===== config.mk =====
export PLATFORM = sky130hd
export DESIGN_NAME = i2c_host_ctrl
export DESIGN_NICKNAME = d
export VERILOG_FILES = /design/src/i2c_host_pkg.sv /design/src/i2c_bit_engine.sv /design/src/i2c_host_ctrl.sv
export VERILOG_INCLUDE_DIRS = /design/src
export SDC_FILE = /design/constraint.sdc
export NUM_CORES = 1
export LEC_CHECK = 0
export ABC_AREA = 1
export BUFFER_PORTS_ARGS = -buffer_cell sky130_fd_sc_hd__buf_2
export CAP_MARGIN = 25
export CORE_MARGIN = 1.5
export CORE_UTILIZATION = 55
export DETAILED_ROUTE_END_ITERATION = 16
export PLACE_DENSITY_LB_ADDON = 0.3
export SYNTH_ARGS = -nofsm -noshare
export SYNTH_HDL_FRONTEND = slang
export SYNTH_SLANG_ARGS = --single-unit
export TNS_END_PERCENT = 100

===== constraint.sdc =====
create_clock -name pclk -period 3.05 [get_ports pclk]
set_input_delay 0.61 -clock pclk [delete_from_list [all_inputs] [get_ports pclk]]
set_output_delay 0.61 -clock pclk [all_outputs]
set_load 0.02 [all_outputs]

===== src/i2c_host_map.svh =====
`ifndef I2C_HOST_MAP_SVH
`define I2C_HOST_MAP_SVH
// Register byte offsets
`define REG_CMD        8'h00
`define REG_ADDR       8'h04
`define REG_TID        8'h08
`define REG_WD0        8'h0c
`define REG_WD1        8'h10
`define REG_RD0        8'h14
`define REG_RD1        8'h18
`define REG_STAT       8'h1c
// Command register fields
`define CMD_GO         0
`define CMD_DIR        1
`define CMD_CRC        2
`define CMD_LEN        5:4
`define CMD_SPLIT      6
`define LEN_RSVD       2'h3
`define LEN_32         2'h1
// Sticky flag positions and status clear field
`define FL_DONE        0
`define FL_NACK        1
`define FL_CRC         2
`define FL_LEN         3
`define STAT_CLR       4:1
// Far device constants
`define STORE_CMD_ADDR 20'h000ea
`define STORE_COMMIT   32'h8a500000
`define STORE_LOAD     32'h40000000
`define CRC_SEED       8'hff
`define CRC_POLY       8'h07
`define CW_LAST        3'h2
// Bit phases and ack slot
`define PH_SETUP       2'h0
`define PH_RISE        2'h1
`define PH_HIGH        2'h2
`define BIT_ACK        4'h8
// Timing
`define CLK_PERIOD_NS  40
`define COMMIT_WAIT_MS 300
`define LOAD_WAIT_MS   100
`define BYTE_GAP_US    100
`define BIT_PERIOD_NS  10000
`endif


===== src/i2c_host_pkg.sv =====
package i2c_host_pkg;
  typedef enum logic [1:0] {
    OP_START = 2'b00, OP_STOP = 2'b01, OP_WRITE = 2'b10, OP_READ = 2'b11
  } bus_op_t;
  typedef struct packed {
    bus_op_t    op;
    logic [7:0] data;
    logic       ack;
  } bus_cmd_t;
  typedef struct packed {
    logic [7:0] data;
    logic       ack;
  } bus_rsp_t;
  typedef struct packed {
    logic       split;
    logic [1:0] payload_length_code;
    logic       crc_en;
    logic       operation_direction_bit;
  } xfer_cfg_t;
  typedef enum logic [1:0] {
    E_IDLE = 2'b00, E_START = 2'b01, E_BIT = 2'b10, E_STOP = 2'b11
  } eng_state_t;
  typedef enum logic [3:0] {
    S_IDLE = 4'b0000, S_START = 4'b0001, S_ADDRW = 4'b0010, S_CW = 4'b0011,
    S_WDATA = 4'b0100, S_WCRC = 4'b0101, S_MIDSTOP = 4'b0110, S_RSTART = 4'b0111,
    S_ADDRR = 4'b1000, S_RDATA = 4'b1001, S_RCRC = 4'b1010, S_STOP = 4'b1011
  } step_t;
endpackage

===== src/i2c_bit_engine.sv =====
`timescale 1ns/10ps
`default_nettype none
`include "i2c_host_map.svh"
module i2c_bit_engine #(
  parameter int QTR_CYC = 63
) (
  input  wire logic                   pclk,
  input  wire logic                   presetn,
  input  wire logic                   cmd_valid,
  input  wire i2c_host_pkg::bus_cmd_t cmd,
  output logic                        cmd_ready,
  output logic                        rsp_valid,
  output i2c_host_pkg::bus_rsp_t      rsp,
  input  wire logic                   scl_i,
  output logic                        scl_o,
  output logic                        scl_oe_n,
  input  wire logic                   sda_i,
  output logic                        sda_o,
  output logic                        sda_oe_n
);
  import i2c_host_pkg::*;
  localparam int QW = $clog2(QTR_CYC);

  if (QTR_CYC < 2) begin : g_bad_qtr
    $error("QTR_CYC must be at least 2");
  end

  eng_state_t      st_q;
  bus_cmd_t        cmd_q;
  logic [1:0]      ph_q;
  logic [3:0]      bit_q;
  logic [7:0]      sh_q;
  logic            ack_q;
  logic [QW-1:0]   q_q;
  logic            scl_m_q, scl_s_q, sda_m_q, sda_s_q;
  logic            tick, adv;

  // ----------------------------------------
  // Pin synchronisers
  // ----------------------------------------
  always_ff @(posedge pclk or negedge presetn)
  begin
    if (!presetn)
    begin
      scl_m_q <= 1'b1;
      scl_s_q <= 1'b1;
      sda_m_q <= 1'b1;
      sda_s_q <= 1'b1;
    end
    else
    begin
      scl_m_q <= scl_i;
      scl_s_q <= scl_m_q;
      sda_m_q <= sda_i;
      sda_s_q <= sda_m_q;
    end
  end

  // ----------------------------------------
  // Quarter bit divider
  // ----------------------------------------
  always_ff @(posedge pclk or negedge presetn)
  begin
    if (!presetn)
      q_q <= '0;
    else if (st_q == E_IDLE || q_q == '0)
      q_q <= QW'(QTR_CYC - 1);
    else
      q_q <= q_q - 1'b1;
  end

  assign tick = (st_q != E_IDLE) && (q_q == '0);
  // Target holding SCL low stalls the high phase
  assign adv = tick && !(ph_q == `PH_HIGH && !scl_s_q);
  assign cmd_ready = (st_q == E_IDLE);

  // Open-drain levels are always low when driven
  always_ff @(posedge pclk or negedge presetn)
  begin
    if (!presetn)
    begin
      scl_o <= 1'b0;
      sda_o <= 1'b0;
    end
    else
    begin
      scl_o <= 1'b0;
      sda_o <= 1'b0;
    end
  end

  // ----------------------------------------
  // Condition and bit sequencer
  // ----------------------------------------
  always_ff @(posedge pclk or negedge presetn)
  begin
    if (!presetn)
    begin
      st_q      <= E_IDLE;
      cmd_q     <= '0;
      ph_q      <= '0;
      bit_q     <= '0;
      sh_q      <= '0;
      ack_q     <= 1'b1;
      rsp_valid <= 1'b0;
      rsp       <= '0;
      scl_oe_n  <= 1'b1;
      sda_oe_n  <= 1'b1;
    end
    else
    begin
      rsp_valid <= 1'b0;
      if (st_q == E_IDLE && cmd_valid)
      begin
        cmd_q <= cmd;
        sh_q  <= cmd.data;
        ph_q  <= '0;
        bit_q <= '0;
        case (cmd.op)
          OP_START: st_q <= E_START;
          OP_STOP:  st_q <= E_STOP;
          default:  st_q <= E_BIT;
        endcase
      end
      else if (adv)
      begin
        ph_q <= ph_q + 1'b1;
        case (ph_q)
          `PH_SETUP:
            case (st_q)
              E_START: sda_oe_n <= 1'b1;
              E_STOP:  sda_oe_n <= 1'b0;
              default:
                if (bit_q == `BIT_ACK)
                  sda_oe_n <= (cmd_q.op == OP_READ) ? cmd_q.ack : 1'b1;
                else
                  sda_oe_n <= (cmd_q.op == OP_WRITE) ? sh_q[7] : 1'b1;
            endcase
          `PH_RISE:
            scl_oe_n <= 1'b1;
          `PH_HIGH:
            case (st_q)
              E_START: sda_oe_n <= 1'b0;
              E_STOP:  sda_oe_n <= 1'b1;
              default:
                if (bit_q == `BIT_ACK)
                  ack_q <= sda_s_q;
                else
                  sh_q <= {sh_q[6:0], sda_s_q};
            endcase
          default:
          begin
            if (st_q != E_STOP)
              scl_oe_n <= 1'b0;
            if (st_q == E_BIT && bit_q != `BIT_ACK)
              bit_q <= bit_q + 1'b1;
            else
            begin
              st_q      <= E_IDLE;
              rsp_valid <= 1'b1;
              rsp       <= '{data: sh_q, ack: ack_q};
            end
          end
        endcase
      end
    end
  end
endmodule // i2c_bit_engine
`default_nettype wire


===== src/i2c_host_ctrl.sv =====
`timescale 1ns/10ps
`default_nettype none
`include "i2c_host_map.svh"
// ----------------------------------------
// Notes on behaviour
// - Hold off 300 ms after commit command
// - Load command word recognised at 0xea
// - Hold off 100 ms after load command
// - Leave 100 us between bus bytes
// - Packet opens with target id, write
// - Control bit 23 selects read or write
// - Bit 22 checksum, bits 21-20 length
// - Payload bytes go least significant first
// - Write checksum byte ends the packet
// - Read uses restart and read address
// - Host acknowledges every returned byte
// - Read checksum byte, then last acknowledge
// - Every transaction ends with stop
// - Commit command word copies shadow to storage
// - CRC8 polynomial 0x07, seed 0xff
// ----------------------------------------
module i2c_host_ctrl #(
  parameter int COMMIT_WAIT_CYC =
    (`COMMIT_WAIT_MS * 1000000 + `CLK_PERIOD_NS - 1) / `CLK_PERIOD_NS,
  parameter int LOAD_WAIT_CYC =
    (`LOAD_WAIT_MS * 1000000 + `CLK_PERIOD_NS - 1) / `CLK_PERIOD_NS,
  parameter int GAP_CYC = (`BYTE_GAP_US * 1000 + `CLK_PERIOD_NS - 1) / `CLK_PERIOD_NS,
  parameter int QTR_CYC = (`BIT_PERIOD_NS + 4 * `CLK_PERIOD_NS - 1) / (4 * `CLK_PERIOD_NS)
) (
  input  wire logic        pclk,
  input  wire logic        presetn,
  input  wire logic [7:0]  paddr,
  input  wire logic        psel,
  input  wire logic        penable,
  input  wire logic        pwrite,
  input  wire logic [31:0] pwdata,
  output logic [31:0]      prdata,
  output logic             pready,
  output logic             pslverr,
  input  wire logic        scl_i,
  output logic             scl_o,
  output logic             scl_oe_n,
  input  wire logic        sda_i,
  output logic             sda_o,
  output logic             sda_oe_n
);
  import i2c_host_pkg::*;
  localparam int HW = $clog2(COMMIT_WAIT_CYC + 1);
  localparam int GW = $clog2(GAP_CYC + 1);

  if (LOAD_WAIT_CYC < 1 || COMMIT_WAIT_CYC < LOAD_WAIT_CYC || GAP_CYC < 1
      || GAP_CYC > 65535) begin : g_bad_cfg
    $error("Wait or gap counts out of range");
  end

  xfer_cfg_t     cfg_q;
  logic [19:0]   addr_q;
  logic [6:0]    tid_q;
  logic [63:0]   wdata_q, rdata_q;
  logic [3:0]    flags_q, flag_set, flag_clr;
  step_t         step_q;
  logic          issued_q, nack_q;
  logic [2:0]    idx_q, last_idx;
  logic [7:0]    crc_q;
  logic [GW-1:0] gap_q;
  logic [HW-1:0] hold_q;
  logic [15:0]   since_q;
  logic [31:0]   rd_mux;
  logic [23:0]   cw;
  bus_cmd_t      eng_cmd;
  bus_rsp_t      eng_rsp;
  logic          eng_ready, eng_done, issue, step_done;
  logic          wr_en, go_wr, go_ok, len_bad, commit_hit, load_hit;

  // ----------------------------------------
  // Decoding helpers
  // ----------------------------------------
  function automatic logic reg_mapped(input logic [7:0] a);
    case (a)
      `REG_CMD, `REG_ADDR, `REG_TID, `REG_WD0, `REG_WD1,
      `REG_RD0, `REG_RD1, `REG_STAT: reg_mapped = 1'b1;
      default: reg_mapped = 1'b0;
    endcase
  endfunction

  function automatic logic step_writes(input step_t s);
    case (s)
      S_ADDRW, S_CW, S_WDATA, S_WCRC, S_ADDRR: step_writes = 1'b1;
      default: step_writes = 1'b0;
    endcase
  endfunction

  // CRC8 over one byte, MSB first
  function automatic logic [7:0] crc8(input logic [7:0] c, input logic [7:0] b);
    logic [7:0] r;
    r = c ^ b;
    for (int i = 0; i < 8; i++)
      r = r[7] ? ((r << 1) ^ `CRC_POLY) : (r << 1);
    return r;
  endfunction

  // Index of last payload byte per length code
  function automatic logic [2:0] last_byte(input logic [1:0] len);
    case (len)
      2'h0:    last_byte = 3'h1;
      2'h1:    last_byte = 3'h3;
      default: last_byte = 3'h7;
    endcase
  endfunction

  // ----------------------------------------
  // APB slave
  // ----------------------------------------
  assign wr_en   = psel && penable && pready && pwrite && reg_mapped(paddr);
  assign go_wr   = wr_en && (paddr == `REG_CMD) && pwdata[`CMD_GO];
  assign len_bad = (pwdata[`CMD_LEN] == `LEN_RSVD);
  assign go_ok   = go_wr && (step_q == S_IDLE) && (hold_q == '0) && !len_bad;

  // Read data mux
  always_comb
  begin
    case (paddr)
      `REG_CMD:  rd_mux = {25'h0, cfg_q.split, cfg_q.payload_length_code, 1'b0,
                           cfg_q.crc_en, cfg_q.operation_direction_bit, 1'b0};
      `REG_ADDR: rd_mux = {12'h0, addr_q};
      `REG_TID:  rd_mux = {25'h0, tid_q};
      `REG_WD0:  rd_mux = wdata_q[31:0];
      `REG_WD1:  rd_mux = wdata_q[63:32];
      `REG_RD0:  rd_mux = rdata_q[31:0];
      `REG_RD1:  rd_mux = rdata_q[63:32];
      `REG_STAT: rd_mux = {26'h0, hold_q != '0, flags_q, step_q != S_IDLE};
      default:   rd_mux = 32'h0;
    endcase
  end

  // Zero-wait answer in the access phase
  always_ff @(posedge pclk or negedge presetn)
  begin
    if (!presetn)
    begin
      pready  <= 1'b0;
      pslverr <= 1'b0;
      prdata  <= 32'h0;
    end
    else
    begin
      pready  <= psel && !penable;
      pslverr <= psel && !penable && !reg_mapped(paddr);
      if (psel && !penable)
        prdata <= pwrite ? 32'h0 : rd_mux;
    end
  end

  // Transfer setup, frozen while a transfer runs
  always_ff @(posedge pclk or negedge presetn)
  begin
    if (!presetn)
    begin
      cfg_q   <= '0;
      addr_q  <= '0;
      tid_q   <= '0;
      wdata_q <= '0;
    end
    else if (wr_en && step_q == S_IDLE)
    begin
      case (paddr)
        `REG_CMD:  cfg_q <= '{split: pwdata[`CMD_SPLIT],
                              payload_length_code: pwdata[`CMD_LEN],
                              crc_en: pwdata[`CMD_CRC],
                              operation_direction_bit: pwdata[`CMD_DIR]};
        `REG_ADDR: addr_q <= pwdata[19:0];
        `REG_TID:  tid_q <= pwdata[6:0];
        `REG_WD0:  wdata_q[31:0] <= pwdata;
        `REG_WD1:  wdata_q[63:32] <= pwdata;
        default: ;
      endcase
    end
  end

  // ----------------------------------------
  // Sticky status flags, write one to clear
  // ----------------------------------------
  assign flag_clr = (wr_en && paddr == `REG_STAT) ? pwdata[`STAT_CLR] : 4'h0;

  always_comb
  begin
    flag_set           = 4'h0;
    flag_set[`FL_DONE] = step_done && (step_q == S_STOP);
    flag_set[`FL_NACK] = step_done && step_writes(step_q) && eng_rsp.ack;
    flag_set[`FL_CRC]  = step_done && (step_q == S_RCRC) && (eng_rsp.data != crc_q);
    flag_set[`FL_LEN]  = go_wr && (step_q == S_IDLE) && len_bad;
  end

  // Set wins over a clear in the same cycle
  always_ff @(posedge pclk or negedge presetn)
  begin
    if (!presetn)
      flags_q <= 4'h0;
    else
      flags_q <= (flags_q & ~flag_clr) | flag_set;
  end

  // ----------------------------------------
  // Byte command builder
  // ----------------------------------------
  // Control word: direction, checksum, length, section, page, offset
  assign cw = {cfg_q.operation_direction_bit, cfg_q.crc_en,
               cfg_q.payload_length_code, addr_q};
  assign last_idx  = last_byte(cfg_q.payload_length_code);
  assign issue     = (step_q != S_IDLE) && !issued_q && eng_ready && (gap_q == '0);
  assign step_done = issued_q && eng_done;

  always_comb
  begin
    eng_cmd = '{op: OP_WRITE, data: 8'h00, ack: 1'b0};
    case (step_q)
      S_START, S_RSTART: eng_cmd.op = OP_START;
      S_MIDSTOP, S_STOP: eng_cmd.op = OP_STOP;
      S_ADDRW:           eng_cmd.data = {tid_q, 1'b0};
      S_CW:
        case (idx_q)
          3'h0:    eng_cmd.data = cw[23:16];
          3'h1:    eng_cmd.data = cw[15:8];
          default: eng_cmd.data = cw[7:0];
        endcase
      // Low word then high word, each low byte first
      S_WDATA:           eng_cmd.data = wdata_q[{idx_q, 3'b000} +: 8];
      S_WCRC:            eng_cmd.data = crc_q;
      S_ADDRR:           eng_cmd.data = {tid_q, 1'b1};
      S_RDATA, S_RCRC:   eng_cmd.op = OP_READ;
      default: ;
    endcase
  end

  // ----------------------------------------
  // Transaction sequencer
  // ----------------------------------------
  always_ff @(posedge pclk or negedge presetn)
  begin
    if (!presetn)
    begin
      step_q   <= S_IDLE;
      issued_q <= 1'b0;
      idx_q    <= 3'h0;
      crc_q    <= `CRC_SEED;
      nack_q   <= 1'b0;
      rdata_q  <= '0;
    end
    else if (go_ok)
    begin
      step_q <= S_START;
      idx_q  <= 3'h0;
      crc_q  <= `CRC_SEED;
      nack_q <= 1'b0;
    end
    else
    begin
      if (issue)
        issued_q <= 1'b1;
      if (step_done)
      begin
        issued_q <= 1'b0;
        if (step_q != S_WCRC && step_q != S_RCRC && eng_cmd.op != OP_START
            && eng_cmd.op != OP_STOP)
          crc_q <= crc8(crc_q, eng_rsp.data);
        if (step_writes(step_q) && eng_rsp.ack)
        begin
          nack_q <= 1'b1;
          step_q <= S_STOP;
        end
        else
        begin
          case (step_q)
            S_START:   step_q <= S_ADDRW;
            S_ADDRW:   step_q <= S_CW;
            S_CW:
              if (idx_q == `CW_LAST)
              begin
                idx_q <= 3'h0;
                if (!cfg_q.operation_direction_bit)
                  step_q <= S_WDATA;
                else
                  step_q <= cfg_q.split ? S_MIDSTOP : S_RSTART;
              end
              else
                idx_q <= idx_q + 1'b1;
            S_WDATA:
              if (idx_q == last_idx)
              begin
                idx_q  <= 3'h0;
                step_q <= cfg_q.crc_en ? S_WCRC : S_STOP;
              end
              else
                idx_q <= idx_q + 1'b1;
            S_WCRC:    step_q <= S_STOP;
            S_MIDSTOP: step_q <= S_RSTART;
            S_RSTART:  step_q <= S_ADDRR;
            S_ADDRR:   step_q <= S_RDATA;
            S_RDATA:
            begin
              rdata_q[{idx_q, 3'b000} +: 8] <= eng_rsp.data;
              if (idx_q == last_idx)
              begin
                idx_q  <= 3'h0;
                step_q <= cfg_q.crc_en ? S_RCRC : S_STOP;
              end
              else
                idx_q <= idx_q + 1'b1;
            end
            S_RCRC:    step_q <= S_STOP;
            S_STOP:    step_q <= S_IDLE;
            default:   step_q <= S_IDLE;
          endcase
        end
      end
    end
  end

  // Inter-byte gap counter
  always_ff @(posedge pclk or negedge presetn)
  begin
    if (!presetn)
      gap_q <= '0;
    else if (step_done)
      gap_q <= GW'(GAP_CYC);
    else if (gap_q != '0)
      gap_q <= gap_q - 1'b1;
  end

  // ----------------------------------------
  // Storage command hold-off
  // ----------------------------------------
  assign commit_hit = step_done && (step_q == S_STOP) && !cfg_q.operation_direction_bit
                      && !nack_q && (cfg_q.payload_length_code == `LEN_32)
                      && (addr_q == `STORE_CMD_ADDR)
                      && (wdata_q[31:0] == `STORE_COMMIT);
  assign load_hit   = step_done && (step_q == S_STOP) && !cfg_q.operation_direction_bit
                      && !nack_q && (cfg_q.payload_length_code == `LEN_32)
                      && (addr_q == `STORE_CMD_ADDR)
                      && (wdata_q[31:0] == `STORE_LOAD);

  always_ff @(posedge pclk or negedge presetn)
  begin
    if (!presetn)
      hold_q <= '0;
    else if (commit_hit)
      hold_q <= HW'(COMMIT_WAIT_CYC);
    else if (load_hit)
      hold_q <= HW'(LOAD_WAIT_CYC);
    else if (hold_q != '0)
      hold_q <= hold_q - 1'b1;
  end

  // Cycles since the last finished bus step, for checking only
  always_ff @(posedge pclk or negedge presetn)
  begin
    if (!presetn)
      since_q <= 16'hffff;
    else if (step_done)
      since_q <= 16'h0000;
    else if (since_q != 16'hffff)
      since_q <= since_q + 1'b1;
  end

  // ----------------------------------------
  // Bus bit engine
  // ----------------------------------------
  i2c_bit_engine #(
    .QTR_CYC (QTR_CYC)
  ) u_engine (
    .pclk      (pclk),
    .presetn   (presetn),
    .cmd_valid (issue),
    .cmd       (eng_cmd),
    .cmd_ready (eng_ready),
    .rsp_valid (eng_done),
    .rsp       (eng_rsp),
    .scl_i     (scl_i),
    .scl_o     (scl_o),
    .scl_oe_n  (scl_oe_n),
    .sda_i     (sda_i),
    .sda_o     (sda_o),
    .sda_oe_n  (sda_oe_n)
  );
endmodule // i2c_host_ctrl
`default_nettype wire


==> flow_metrics.py <==
metrics = {
    "clock_network": {
        "cts_made_buffers": 34,
        "cts.sinks": 291,
        "ctsResizeCount": 0,
        "tritoncts": "done",
        "cts-root-buf": "clkbuf_16",
        "clockBufferDepth": 3,
        "clkTransAtPathRegs_ns": 0.06,
        "insertion_delay_ns": 0.53,
        "cts_setup_buffers": 0,
        "htree_num_levels": 2,
        "ctsHoldBuffers": 0,
    },
    "routing": {
        "drtIter0Drc": 1847,
        "drt-total-wl_mm": 48.6,
        "routedWlPerCell_um": 19.7,
        "drc": 0,
        "dr.pass1.iters": 6,
        "antenna_left": 0,
        "vias": 14442,
        "vias_per_cell": 5.85,
    },
    "place": {
        "portBuffers": 82,
        "place_hpwl_mm": 35.9,
        "pre_cts_slack_ns": 0.445,
        "gp_congestion": 1.01,
    },
    "floorplanning": {
        "start_util_pct": 56.0,
        "core_mm2": 0.0278,
        "chipWidth_um": 171,
        "io_pins": 85,
        "die_area_mm2": 0.0293,
        "fp-row-count": 61,
        "die_y_um": 171,
    },
    "worst_setup_path": {
        "cp_top_family": "simple AND/OR/NAND/NOR gates",
        "critical_path.startpoint_type": "flop",
        "cp.arrival_ns": 2.77,
        "path_class": "reg -> reg",
        "worst_path_max_delay_cell": "dfrtp_1",
        "critical-path-max-stage-delay_ns": 0.40,
        "endpoint_kind": "flop",
        "critical_path_buf_inv_count": 2,
        "worst_r2r_startpoint": "idx_q[0]",
        "path_cells": "inv_4 -> ha_1 -> ha_1 -> clkinv_1 -> nand2_1 -> nor2_1 -> o21ai_0 -> nand3_1 -> nand3_1 -> nand2_1",
        "critPathRequiredTime_ns": 3.45,
        "cp-startpoint": "idx_q[0]",
        "crit_fanout": 24,
    },
    "sta": {
        "skew_ns": 0.0228,
        "hold_slack_ns": 0.0574,
        "hold_violations": 0,
        "post-route-min-period_ns": 2.37,
        "setup_slack_ns": 0.675,
        "finalSetupViolations": 0,
        "rsz0062_at_grt": "false",
        "slew_viol_final": 0,
        "period_share_pct": 77.9,
        "worst_slew_pin_slew_ns": 0.680,
        "max_freq_mhz": 421,
        "fin_tns_setup_ns": 0,
        "relSlewSlack_pct": 54.6,
    },
    "power": {
        "peakVddDrop_mv": 0.429,
        "powerDensity_mw_per_mm2": 464,
        "leakage_nw": 8.80,
        "power_mw": 8.09,
    },
    "global_route": {
        "grt_first_pass_wirelength_mm": 75.4,
        "grt_max_degree": 70,
        "gr-total-overflow": 0,
        "grt.total_usage_pct": 34.0,
        "antenna_found_initial": 0,
        "grt_pass1_vias": 13376,
    },
    "hold_path": {
        "hp-class": "in -> async",
    },
    "yosys": {
        "yosysMostFrequentCell": "nand2_1",
        "syn_inst": 1996,
        "synth_area_mm2": 0.0156,
        "synthTopCellsByArea": "dfrtp_1 44%, nand2_1 13%, o21ai_0 7.4%",
        "synth_top_area_share_pct": 44.4,
        "synthTopCellsByCount": "528 x nand2_1, 276 x dfrtp_1, 231 x o21ai_0",
        "synth_edf_count": 0,
        "seq_area_frac_synth_pct": 46.9,
        "yosys_register_bits": 291,
        "synth_ff_type": "dfrtp_1",
        "yosys_warnings": 0,
        "synth_cell_types": 57,
        "avgSynthCellArea_um2": 7.80,
        "async_flop_share_pct": 100,
        "yosys.area.top_type": "dfrtp_1",
    },
    "run": {
        "cap_violations": 0,
    },
    "status": {
        "status": "completed",
    },
    "layout": {
        "syn2layout_area_growth_pct": 12.0,
        "antenna_cells": 0,
        "final_nets": 2135,
        "drive_above_1_share_pct": 12.8,
    },
}
per-stage QoR:
stage / utilization (%) / cell area, um^2 / instances
CTS: 62.7 / 17400 / 2468
detailed placement: 58.8 / 16300 / 2411
global placement: 58.8 / 16300 / 2411
finish: 62.7 / 17400 / 2468
floorplan: - / 15600 / 1997
global route: 62.7 / 17400 / 2468
placed cells by master (no fill, tap or decap), drive strengths merged, types with 4 or more instances in the layout:
master,instances
a21oi,45
a31oi,5
buf,111
clkbuf,46
clkinv,10
dfrtp,276
dfstp,15
ha,19
inv,245
mux2,4
nand2,543
nand3,131
nand4,37
nor2,182
nor3,25
o2111ai,5
o211ai,28
o21ai,259
o22ai,32
o31ai,11
xnor2,17
xor2,20
final timing paths:
kind | slack [ns] | end | cells past startpoint
worst max-delay path | 0.68 | u_engine.sh_q[7] | 10
worst min-delay path | 0.06 | prdata[21] | 1
worst max register to register | 0.68 | u_engine.sh_q[7] | 10
worst min register to register | 0.36 | u_engine.sda_s_q | 0
max in group asynchronous | 2.15 | u_engine.rsp[2] | 2
min in group pclk | 0.20 | u_engine.scl_m_q | 1
worst register-to-register path: stages (launching register included):
cell      delay (ns)
dfrtp_1         0.40
inv_4           0.22
ha_1            0.22
ha_1            0.30
clkinv_1        0.32
nand2_1         0.30
nor2_1          0.06
o21ai_0         0.18
nand3_1         0.11
nand3_1         0.09
nand2_1         0.05
power breakdown:
part	switching [mW]	total, mW	leakage (nW)	internal [mW]
sequential	0.00148	3.87	3.46	3.87
combinational	0.150	0.191	4.81	0.0416
clock	1.62	4.03	0.533	2.41
total	1.77	8.09	8.80	6.32
kinds of logic (layout without fill, tap and decap cells):
family                     count (synthesis)  after routing  synth area share (%)
muxes                                      4              4                 0.289
other                                      1              2                0.0241
buffers and inverters                    324            417                  8.66
and+or+nand+nor                          929            929                  26.5
DFF                                      291            291                  46.9
AOI/OAI and AO/OA                        391            391                  14.0
xor gates and xnor gates                  37             37                  2.08
adders and majority gates                 19             19                  1.53
flip-flops by register name, indices dropped and copies added (netlist names), 2 cells and up:
signal	cells
idx_q	3
u_engine.bit_q	4
hold_q	23
rdata_q	64
u_engine.ph_q	2
gap_q	12
prdata	32
u_engine.cmd_q	2
tid_q	7
addr_q	20
u_engine.st_q	2
wdata_q	64
u_engine.rsp	9
flags_q	4
cfg_q	5
u_engine.sh_q	8
crc_q	8
step_q	4
u_engine.q_q	6
final cells by class:
| type | count | area, um^2 |
|---|---|---|
| clock buffer | 46 | 977 |
| clock inverter | 11 | 120 |
| fill | 2496 | 10400 |
| inverter | 249 | 948 |
| multi-input combinational | 1382 | 6920 |
| sequential | 291 | 7300 |
| tap | 378 | 473 |
| timing repair buffer | 111 | 688 |
layer usage:
metal	track usage (%)	part of all wire [%]	up-vias
met5	0	0	-
met4	14.3	3.9	0
met3	8.65	12	127
met2	49.6	43	815
met1	48.0	42	6867
li1	-	-	6633
Note: power is estimated with default switching activity, not from simulation.
